--- config.mk ---
export PLATFORM = sky130hd
export DESIGN_NAME = hwdcl_watchdog
export DESIGN_NICKNAME = d
export VERILOG_FILES = /design/src/shared/hwdcl_pkg.sv /design/src/hw/hwdcl_counter.sv /design/src/hw/hwdcl_watchdog.sv
export SDC_FILE = /design/constraint.sdc
export NUM_CORES = 1
export LEC_CHECK = 0
export BUFFER_PORTS_ARGS = -buffer_cell sky130_fd_sc_hd__buf_2
export CORE_MARGIN = 5
export CORE_UTILIZATION = 50
export CTS_CLUSTER_SIZE = 16
export DETAILED_ROUTE_END_ITERATION = 6
export GPL_TIMING_DRIVEN = 0
export PLACE_DENSITY_LB_ADDON = 0.3
export SLEW_MARGIN = 0
export SYNTH_ARGS = -nofsm -noshare
export SYNTH_HDL_FRONTEND = slang
export SYNTH_SLANG_ARGS = --single-unit
export TNS_END_PERCENT = 100
--- constraint.sdc ---
create_clock -name clk -period 3 [get_ports clk]
set_clock_uncertainty 0.15 [all_clocks]
set_input_delay 0.3 -clock clk [delete_from_list [all_inputs] [get_ports clk]]
set_output_delay 0.3 -clock clk [all_outputs]
set_load 0.02 [all_outputs]
--- src/shared/hwdcl_pkg.sv ---
// Register map, reset values and state codes for the hardware watchdog clear/lock block
package hwdcl_pkg;
    localparam int ADDR_W = 12;
    localparam int DATA_W = 32;
    // Register byte offsets
    localparam logic [ADDR_W-1:0] OFF_RELOAD = 12'h000;
    localparam logic [ADDR_W-1:0] OFF_VALUE = 12'h004;
    localparam logic [ADDR_W-1:0] OFF_CONTROL = 12'h008;
    localparam logic [ADDR_W-1:0] OFF_CLEAR = 12'h00c;
    localparam logic [ADDR_W-1:0] OFF_STATUS = 12'h010;
    localparam logic [ADDR_W-1:0] OFF_LOCK = 12'h014;
    // Reset values and keys
    localparam logic [DATA_W-1:0] RELOAD_RST = 32'h0000ffff;
    localparam logic [DATA_W-1:0] UNLOCK_KEY1 = 32'h1acce551;
    localparam logic [DATA_W-1:0] UNLOCK_KEY2 = 32'he5331aae;
    localparam logic [DATA_W-1:0] LOCK_RD_LOCKED = 32'h00000001;
    localparam logic [DATA_W-1:0] LOCK_RD_OPEN = 32'h00000000;
    localparam logic [DATA_W-1:0] ZERO_WORD = 32'h00000000;
    // Field layout
    localparam int CLEAR_W = 8;
    localparam int CTL_IRQ_EN_BIT = 0;
    localparam int CTL_RST_EN_BIT = 1;
    localparam int STAT_RAW_BIT = 0;
    localparam logic CTL_IRQ_EN_RST = 1'b1;
    localparam logic CTL_RST_EN_RST = 1'b1;
    // Lock tracker states
    typedef enum logic [1:0] {
        HWDCL_LOCKED = 2'b00,
        HWDCL_KEY1 = 2'b01,
        HWDCL_NOCTL = 2'b10,
        HWDCL_OPEN = 2'b11
    } hwdcl_lock_e;
endpackage : hwdcl_pkg

--- src/hw/hwdcl_counter.sv ---
// Down-counter of the watchdog with reload and zero detect
`timescale 1ns/1ns
module hwdcl_counter #(
    parameter int WIDTH = 32,
    parameter logic [WIDTH-1:0] INIT = 32'h0000ffff
) (
    // Clock and reset
    input wire logic clk,
    input wire logic rst,
    // Control
    input wire logic run,
    input wire logic load,
    input wire logic [WIDTH-1:0] load_val,
    // State
    output logic [WIDTH-1:0] count,
    output logic zero_hit
);
    logic [WIDTH-1:0] count_r;
    logic [WIDTH-1:0] count_nxt;
    logic zero_r;
    logic zero_nxt;

    always_comb
    begin
        count_nxt = count_r;
        zero_nxt = 1'b0;
        if (load)
        begin
            count_nxt = load_val;
        end
        else if (run)
        begin
            // Reaching zero reloads rather than wrapping
            if (count_r == '0)
            begin
                zero_nxt = 1'b1;
                count_nxt = load_val;
            end
            else
            begin
                count_nxt = count_r - 1'b1;
            end
        end
    end

    always_ff @(posedge clk)
    begin
        if (rst)
        begin
            count_r <= INIT;
            zero_r <= 1'b0;
        end
        else
        begin
            count_r <= count_nxt;
            zero_r <= zero_nxt;
        end
    end

    assign count = count_r;
    assign zero_hit = zero_r;
endmodule : hwdcl_counter

--- src/hw/hwdcl_watchdog.sv ---
// Hardware watchdog with two-write clear sequence, raw status and two-key register lock
//
// How it works
// RULE1: Byte then its inverse clears irq, reloads
// RULE2: Clear register reads zero, no side effect
// RULE3: Only exact inverse second write clears
// RULE4: Any clear attempt re-locks the registers
// RULE5: Status bit shows timeout; writes ignored
// RULE6: Status bits 7..1 read zero
// RULE7: First key unlocks all but control
// RULE8: Inverted key next unlocks control too
// RULE9: Other value or order relocks everything
// RULE10: Lock reads 0 released, 1 locked
// RULE11: Locked registers readable, writes dropped
// RULE12: Only system reset initialises this state
// RULE13: Tool break stops counter if configured
// RULE14: Software writes key before standby
// RULE15: Handlers relock first thing
// RULE16: Enable low stops, clears; high reloads
// RULE17: Reset needs counter enable as well
// RULE18: Reload resets 0xffff; write reloads, clears (code: the write reloads the counter only while counter_irq_enable_r is 1)
// RULE19: Counts down from reset without software
// RULE20: Zero sets flag; again with flag resets
// RULE21: Foreign write discards partial sequences
//
// The APB interface to the registers and the placing of the registers are this design's own decisions.
`timescale 1ns/1ns
module hwdcl_watchdog #(
    parameter int CNT_W = 32
) (
    // Clock and system reset
    input wire logic clk,
    input wire logic rst,
    // APB slave
    input wire logic psel,
    input wire logic penable,
    input wire logic pwrite,
    input wire logic [hwdcl_pkg::ADDR_W-1:0] paddr,
    input wire logic [hwdcl_pkg::DATA_W-1:0] pwdata,
    output logic [hwdcl_pkg::DATA_W-1:0] prdata,
    output logic pready,
    output logic pslverr,
    // Debug break
    input wire logic dbg_break,
    input wire logic dbg_stop_cfg,
    // Watchdog outputs
    output logic wd_irq,
    output logic wd_reset_req
);
    import hwdcl_pkg::*;

    // Tool break is asynchronous to clk
    logic brk_s1_r;
    logic brk_s2_r;

    hwdcl_lock_e lock_r;
    hwdcl_lock_e lock_nxt;
    logic [CNT_W-1:0] hw_wd_reload_value_r;
    logic [CNT_W-1:0] hw_wd_reload_value_nxt;
    logic counter_irq_enable_r;
    logic counter_irq_enable_nxt;
    logic timeout_reset_enable_r;
    logic timeout_reset_enable_nxt;
    logic raw_timeout_flag_r;
    logic raw_timeout_flag_nxt;
    logic clr_pend_r;
    logic clr_pend_nxt;
    logic [CLEAR_W-1:0] clr_first_r;
    logic [CLEAR_W-1:0] clr_first_nxt;
    logic rst_req_r;
    logic rst_req_nxt;
    logic [DATA_W-1:0] prdata_r;
    logic [DATA_W-1:0] prdata_nxt;

    logic wr;
    logic setup;
    logic mapped;
    logic regs_open;
    logic ctl_open;
    logic run;
    logic load;
    logic [CNT_W-1:0] count;
    logic zero_hit;

    assign setup = psel && !penable;
    assign wr = psel && penable && pwrite;
    assign mapped = (paddr == OFF_RELOAD) || (paddr == OFF_VALUE) || (paddr == OFF_CONTROL)
                  || (paddr == OFF_CLEAR) || (paddr == OFF_STATUS) || (paddr == OFF_LOCK);
    assign regs_open = (lock_r != HWDCL_LOCKED); // RULE7 RULE11
    assign ctl_open = (lock_r == HWDCL_OPEN); // RULE8
    assign run = counter_irq_enable_r && !(brk_s2_r && dbg_stop_cfg); // RULE13 RULE16 RULE19

    hwdcl_counter #(
        .WIDTH(CNT_W),
        .INIT(RELOAD_RST[CNT_W-1:0])
    ) u_counter (
        .clk(clk),
        .rst(rst),
        .run(run),
        .load(load),
        .load_val(hw_wd_reload_value_nxt),
        .count(count),
        .zero_hit(zero_hit)
    );

    always_ff @(posedge clk)
    begin
        if (rst)
        begin
            brk_s1_r <= 1'b0;
            brk_s2_r <= 1'b0;
        end
        else
        begin
            brk_s1_r <= dbg_break;
            brk_s2_r <= brk_s1_r;
        end
    end

    // Register writes, lock and clear trackers
    always_comb
    begin
        lock_nxt = lock_r;
        hw_wd_reload_value_nxt = hw_wd_reload_value_r;
        counter_irq_enable_nxt = counter_irq_enable_r;
        timeout_reset_enable_nxt = timeout_reset_enable_r;
        clr_pend_nxt = clr_pend_r;
        clr_first_nxt = clr_first_r;
        load = 1'b0;
        raw_timeout_flag_nxt = raw_timeout_flag_r;
        rst_req_nxt = rst_req_r;
        if (wr && mapped)
        begin
            if (paddr == OFF_LOCK)
            begin
                clr_pend_nxt = 1'b0; // RULE21
                if (pwdata == UNLOCK_KEY1)
                begin
                    lock_nxt = HWDCL_KEY1; // RULE7
                end
                else if (pwdata == UNLOCK_KEY2 && lock_r == HWDCL_KEY1)
                begin
                    lock_nxt = HWDCL_OPEN; // RULE8
                end
                else
                begin
                    lock_nxt = HWDCL_LOCKED; // RULE9
                end
            end
            else if (regs_open)
            begin
                // A foreign write in the middle of the key pair forfeits the control unlock
                if (lock_r == HWDCL_KEY1)
                begin
                    lock_nxt = HWDCL_NOCTL; // RULE9 RULE21
                end
                if (paddr != OFF_CLEAR)
                begin
                    clr_pend_nxt = 1'b0; // RULE21
                end
                unique case (paddr)
                    OFF_RELOAD:
                    begin
                        hw_wd_reload_value_nxt = pwdata[CNT_W-1:0];
                        load = counter_irq_enable_r; // RULE18
                        raw_timeout_flag_nxt = 1'b0; // RULE18
                    end
                    OFF_CONTROL:
                    begin
                        if (ctl_open) // RULE8
                        begin
                            counter_irq_enable_nxt = pwdata[CTL_IRQ_EN_BIT];
                            timeout_reset_enable_nxt = pwdata[CTL_RST_EN_BIT];
                            if (!pwdata[CTL_IRQ_EN_BIT])
                            begin
                                raw_timeout_flag_nxt = 1'b0; // RULE16
                            end
                            else if (!counter_irq_enable_r)
                            begin
                                load = 1'b1; // RULE16
                            end
                        end
                    end
                    OFF_CLEAR:
                    begin
                        if (!clr_pend_r)
                        begin
                            clr_pend_nxt = 1'b1;
                            clr_first_nxt = pwdata[CLEAR_W-1:0];
                        end
                        else
                        begin
                            clr_pend_nxt = 1'b0;
                            lock_nxt = HWDCL_LOCKED; // RULE4
                            if (pwdata[CLEAR_W-1:0] == ~clr_first_r) // RULE3
                            begin
                                raw_timeout_flag_nxt = 1'b0; // RULE1
                                load = 1'b1; // RULE1
                            end
                        end
                    end
                    default:
                    begin
                        // Value and status registers ignore writes
                    end
                endcase
            end
        end
        // A timeout in the same cycle as a clear wins
        if (zero_hit)
        begin
            if (raw_timeout_flag_r && timeout_reset_enable_r && counter_irq_enable_r)
            begin
                rst_req_nxt = 1'b1; // RULE17 RULE20
            end
            raw_timeout_flag_nxt = 1'b1; // RULE20
        end
    end

    // Read data latched in the setup phase; reads have no side effects
    always_comb
    begin
        prdata_nxt = prdata_r;
        if (setup && !pwrite)
        begin
            prdata_nxt = ZERO_WORD; // RULE2 RULE6
            unique case (paddr)
                OFF_RELOAD: prdata_nxt[CNT_W-1:0] = hw_wd_reload_value_r;
                OFF_VALUE: prdata_nxt[CNT_W-1:0] = count;
                OFF_CONTROL:
                begin
                    prdata_nxt[CTL_IRQ_EN_BIT] = counter_irq_enable_r;
                    prdata_nxt[CTL_RST_EN_BIT] = timeout_reset_enable_r;
                end
                OFF_STATUS: prdata_nxt[STAT_RAW_BIT] = raw_timeout_flag_r; // RULE5
                OFF_LOCK: prdata_nxt = regs_open ? LOCK_RD_OPEN : LOCK_RD_LOCKED; // RULE10
                default: prdata_nxt = ZERO_WORD;
            endcase
        end
    end

    // No soft reset input reaches here: only rst initialises this state
    always_ff @(posedge clk)
    begin
        if (rst) // RULE12
        begin
            lock_r <= HWDCL_LOCKED; // RULE10
            clr_pend_r <= 1'b0;
            clr_first_r <= '0;
        end
        else
        begin
            lock_r <= lock_nxt;
            clr_pend_r <= clr_pend_nxt;
            clr_first_r <= clr_first_nxt;
        end
    end

    // Configuration keeps its value through any software-level reset
    always_ff @(posedge clk)
    begin
        if (rst) // RULE12
        begin
            hw_wd_reload_value_r <= RELOAD_RST[CNT_W-1:0]; // RULE18
            counter_irq_enable_r <= CTL_IRQ_EN_RST; // RULE19
            timeout_reset_enable_r <= CTL_RST_EN_RST;
        end
        else
        begin
            hw_wd_reload_value_r <= hw_wd_reload_value_nxt;
            counter_irq_enable_r <= counter_irq_enable_nxt;
            timeout_reset_enable_r <= timeout_reset_enable_nxt;
        end
    end

    // Timeout status; the reset request stays up until the system reset
    always_ff @(posedge clk)
    begin
        if (rst) // RULE12
        begin
            raw_timeout_flag_r <= 1'b0;
            rst_req_r <= 1'b0;
        end
        else
        begin
            raw_timeout_flag_r <= raw_timeout_flag_nxt;
            rst_req_r <= rst_req_nxt;
        end
    end

    always_ff @(posedge clk)
    begin
        if (rst)
        begin
            prdata_r <= ZERO_WORD;
        end
        else
        begin
            prdata_r <= prdata_nxt;
        end
    end

    assign prdata = prdata_r;
    assign pready = 1'b1;
    assign pslverr = psel && penable && !mapped;
    assign wd_irq = raw_timeout_flag_r && counter_irq_enable_r;
    assign wd_reset_req = rst_req_r;
endmodule : hwdcl_watchdog

==> run summary <==
Global-route wire length before repair = 31.06 mm
Final antenna diode count = 0
Transition time at the pin with the least slew margin = 885.4 ps
GRT overflow = 0
Final routed DRC violation total = 0
Length of the first detailed-routing pass in iterations = 6
Net count after synthesis = 741
Die ar. = 13890 um^2
Largest net degree at the start of global routing = 17
Final antenna-violating net count = 0
Master of the slowest instance on the critical path = or4_4
Sequential element share of the synthesized area = 39.23%
Final net count = 846
Kind of start point of the critical path = flip-flop
Req. time, crit path = 3160 ps
Overall power after layout = 3.707 mW
CP Class = reg -> reg
H-tree levels = 4
Setup repair after global routing missed its margin = no
Number of clock sinks = 114
Final estimated routing congestion in global placement = 0.9881
Area overhead of the layout relative to synthesis = 21.60%
Highest clock frequency the design can meet = 0.3415 GHz
Height of the chip = 117.9 um
Number of antenna violations at the first check in global routing = 0
Via Count = 6138
Number of warnings reported in the yosys synthesis log = 0
Register clock-pin slew on the reported worst setup and hold paths = 50 ps
Total routing usage reported by global routing = 28.15%
Ranking of synthesized cells by area = dfxtp_1 (39%), nand2_1 (4.6%), nor2_1 (4.4%)
Most used cells in the layout excluding fill and tap cells = dfxtp_1 (113), buf_2 (90), nand2_1 (71)
Buffer levels on the longest clock path = 2
I/O pin count = 87
Initial Util = 50.94%
Floorplan core area = 11420 um^2
Detailed router's first-iteration violation count = 667
Final standard cell utilization of the core = 61.94%
X dimension of the die = 117.9 um
Via count of the first global-routing pass = 5813
Number of cells after detailed placement = 913
TritonCTS buffer count = 17
Maximum single-stage delay on the critical path = 590 ps
Proportion of synthesized flip-flops having asynchronous set or reset = 0%
Port Buf Inserts = 82
Clock latency on the worst-skew pair = 420 ps
Area share of the leading cell type in the synthesized netlist = 39.23%
Maximum Capacitance Violations = 0
Maximum VDD drop = 0.5555 mV
Lkg Pwr = 2.700 nW
Synthesized instance count = 688
Synth cell types = 70
Detailed placement HPWL = 14.76 mm
Highest net fanout along the worst path = 7
Final-report setup violation count = 0
Nature of the critical path endpoint = flip-flop
Number of enable flip-flop cells after synthesis = 0
Detailed-route wire length = 20.16 mm
Root buffer cell = clkbuf_16
Launch point of the critical path = u_counter.count[15]
Count of placed standard cells in the final layout, fillers left out = 946
Top FF cell, synth = dfxtp_1
Post-Route Hold Slack = 13.96 ps
Critical register-to-register path startpoint = u_counter.count[15]
Average cell area after synthesis = 8.455 um^2
Most common cell after layout, fill and taps aside = dfxtp_1
Wire length per cell after detailed routing = 21.31 um
Pwr/cell area = 524.1 nW/um^2
Fin crit share = 97.60%
Largest area contributor in the synthesized netlist = dfxtp_1
TritonCTS clock tree = done
Final-report max-slew violation count = 0
Number of vias per cell after detailed routing = 6.488
Most frequent CP cell = or4_4
HP Class = in -> reg
# rows = 39
Min Clock Period, post-route = 2928 ps
Status = finished, final reports clean
Fraction of final layout cells with drive strength greater than 1 = 20.42%
Origin of the worst min-delay path = pwdata[19]
Data arrival time of the critical path = 3090 ps
Final hold viol count = 0
Relative max-transition margin = 40.97%
Synthesis-stage register bit count = 114
Synthesized area = 5817 um^2
Chain of cells forming the critical path = or4_4 > or4_4 > nor4_4 > buf_4 > nor2_1 > mux2_2 > a211o_1
Setup tns final = 0 ps
## cells in the mapped netlist, drive strengths merged (12+ instances only)
master	instances
a211oi	32
a21oi	37
a22oi	32
a31oi	12
buf	19
clkbuf	37
dfxtp	114
mux2i	25
nand2	72
nand3	20
nand4	20
nor2	69
nor3	13
nor4	12
## layout make-up
cell class,instances,area [um^2]
flip-flops and latches,114,2286
plain buffers,53,231.5
repair buffers,89,465.4
clock inverters,6,55.05
well taps,143,178.9
multi-input cells,511,3332
inverters,7,26.28
fillers,1016,4345
clock buffers,23,498.0
## repair_timing
action	4_1_cts	5_1_grt
hold endpoints to repair	1	0
setup buffers	0	6
resized for setup	6	13
pin swaps	1	3
setup endpoints to repair	32	39
hold buffers	1	0
## through the flow
| stage | worst slack (ps) | area, um^2 |
|---|---|---|
| 6_report | 71.87 | 7073 |
| 5_1_grt | 0.5818 | 7073 |
| 4_1_cts | 1.658 | 6994 |
| 3_5_place_dp | -564.6 | 6406 |
| 3_3_place_gp | -514.9 | 6406 |
| 2_1_floorplan | 118.1 | 5817 |
## metal layers
metal,vias to the layer above,share of wire [%],track usage [%]
li1,2789,-,-
met1,2955,40,35.44
met2,340,48,46.22
met3,54,8.1,5.766
met4,0,3.4,13.05
met5,-,0,0
## path summary, 6_finish.rpt
check,end,slack [ps],cells after the start
setup reg to reg,u_counter.count[13],70,7
hold reg to reg,brk_s2_r,310,1
setup / recovery,u_counter.count[13],70,7
hold / removal,hw_wd_reload_value_r[19],10,3
## logic make-up (layout without fill, tap and decap cells)
kind of cell             count (synthesis)  in the layout  synth area share (%)
buffers and inverters                   63            178                 4.603
multiplexers                            32             32                 5.657
XOR/XNOR                                 8              8                 1.205
AO/OA/AOI/OAI                          187            187                 23.10
other                                    1              1               0.06447
flip-flops                             114            114                 39.23
AND/OR/NAND/NOR                        281            281                 25.70
adder cells (fa/ha/maj)                  2              2                0.4301
## power by group
group / total, mW / internal (mW) / switching, mW
Sequential: 1.56 / 1.54 / 0.0147
Clock: 1.89 / 1.22 / 0.670
Combinational: 0.260 / 0.0873 / 0.172
Total: 3.71 / 2.85 / 0.857
## worst max-delay path: cells and delay by family (launching register included)
family	cells	cell delay (ps)
and+or+nand+nor	4	1580
buffers and inverters	1	180
muxes	1	270
AOI/OAI and AO/OA	1	290
DFF	1	350
## state kept, by name, summed over array words and instances (netlist names)
signal	cells
counter_irq_enable_r	1
brk_s1_r	1
timeout_reset_enable_r	1
u_counter.count	32
brk_s2_r	1
raw_timeout_flag_r	1
prdata	32
hw_wd_reload_value_r	32
lock_r	2
clr_pend_r	1
clr_first_r	8
wd_reset_req	1
u_counter.zero_hit	1
No activity file was read; power rests on OpenSTA's default activity.
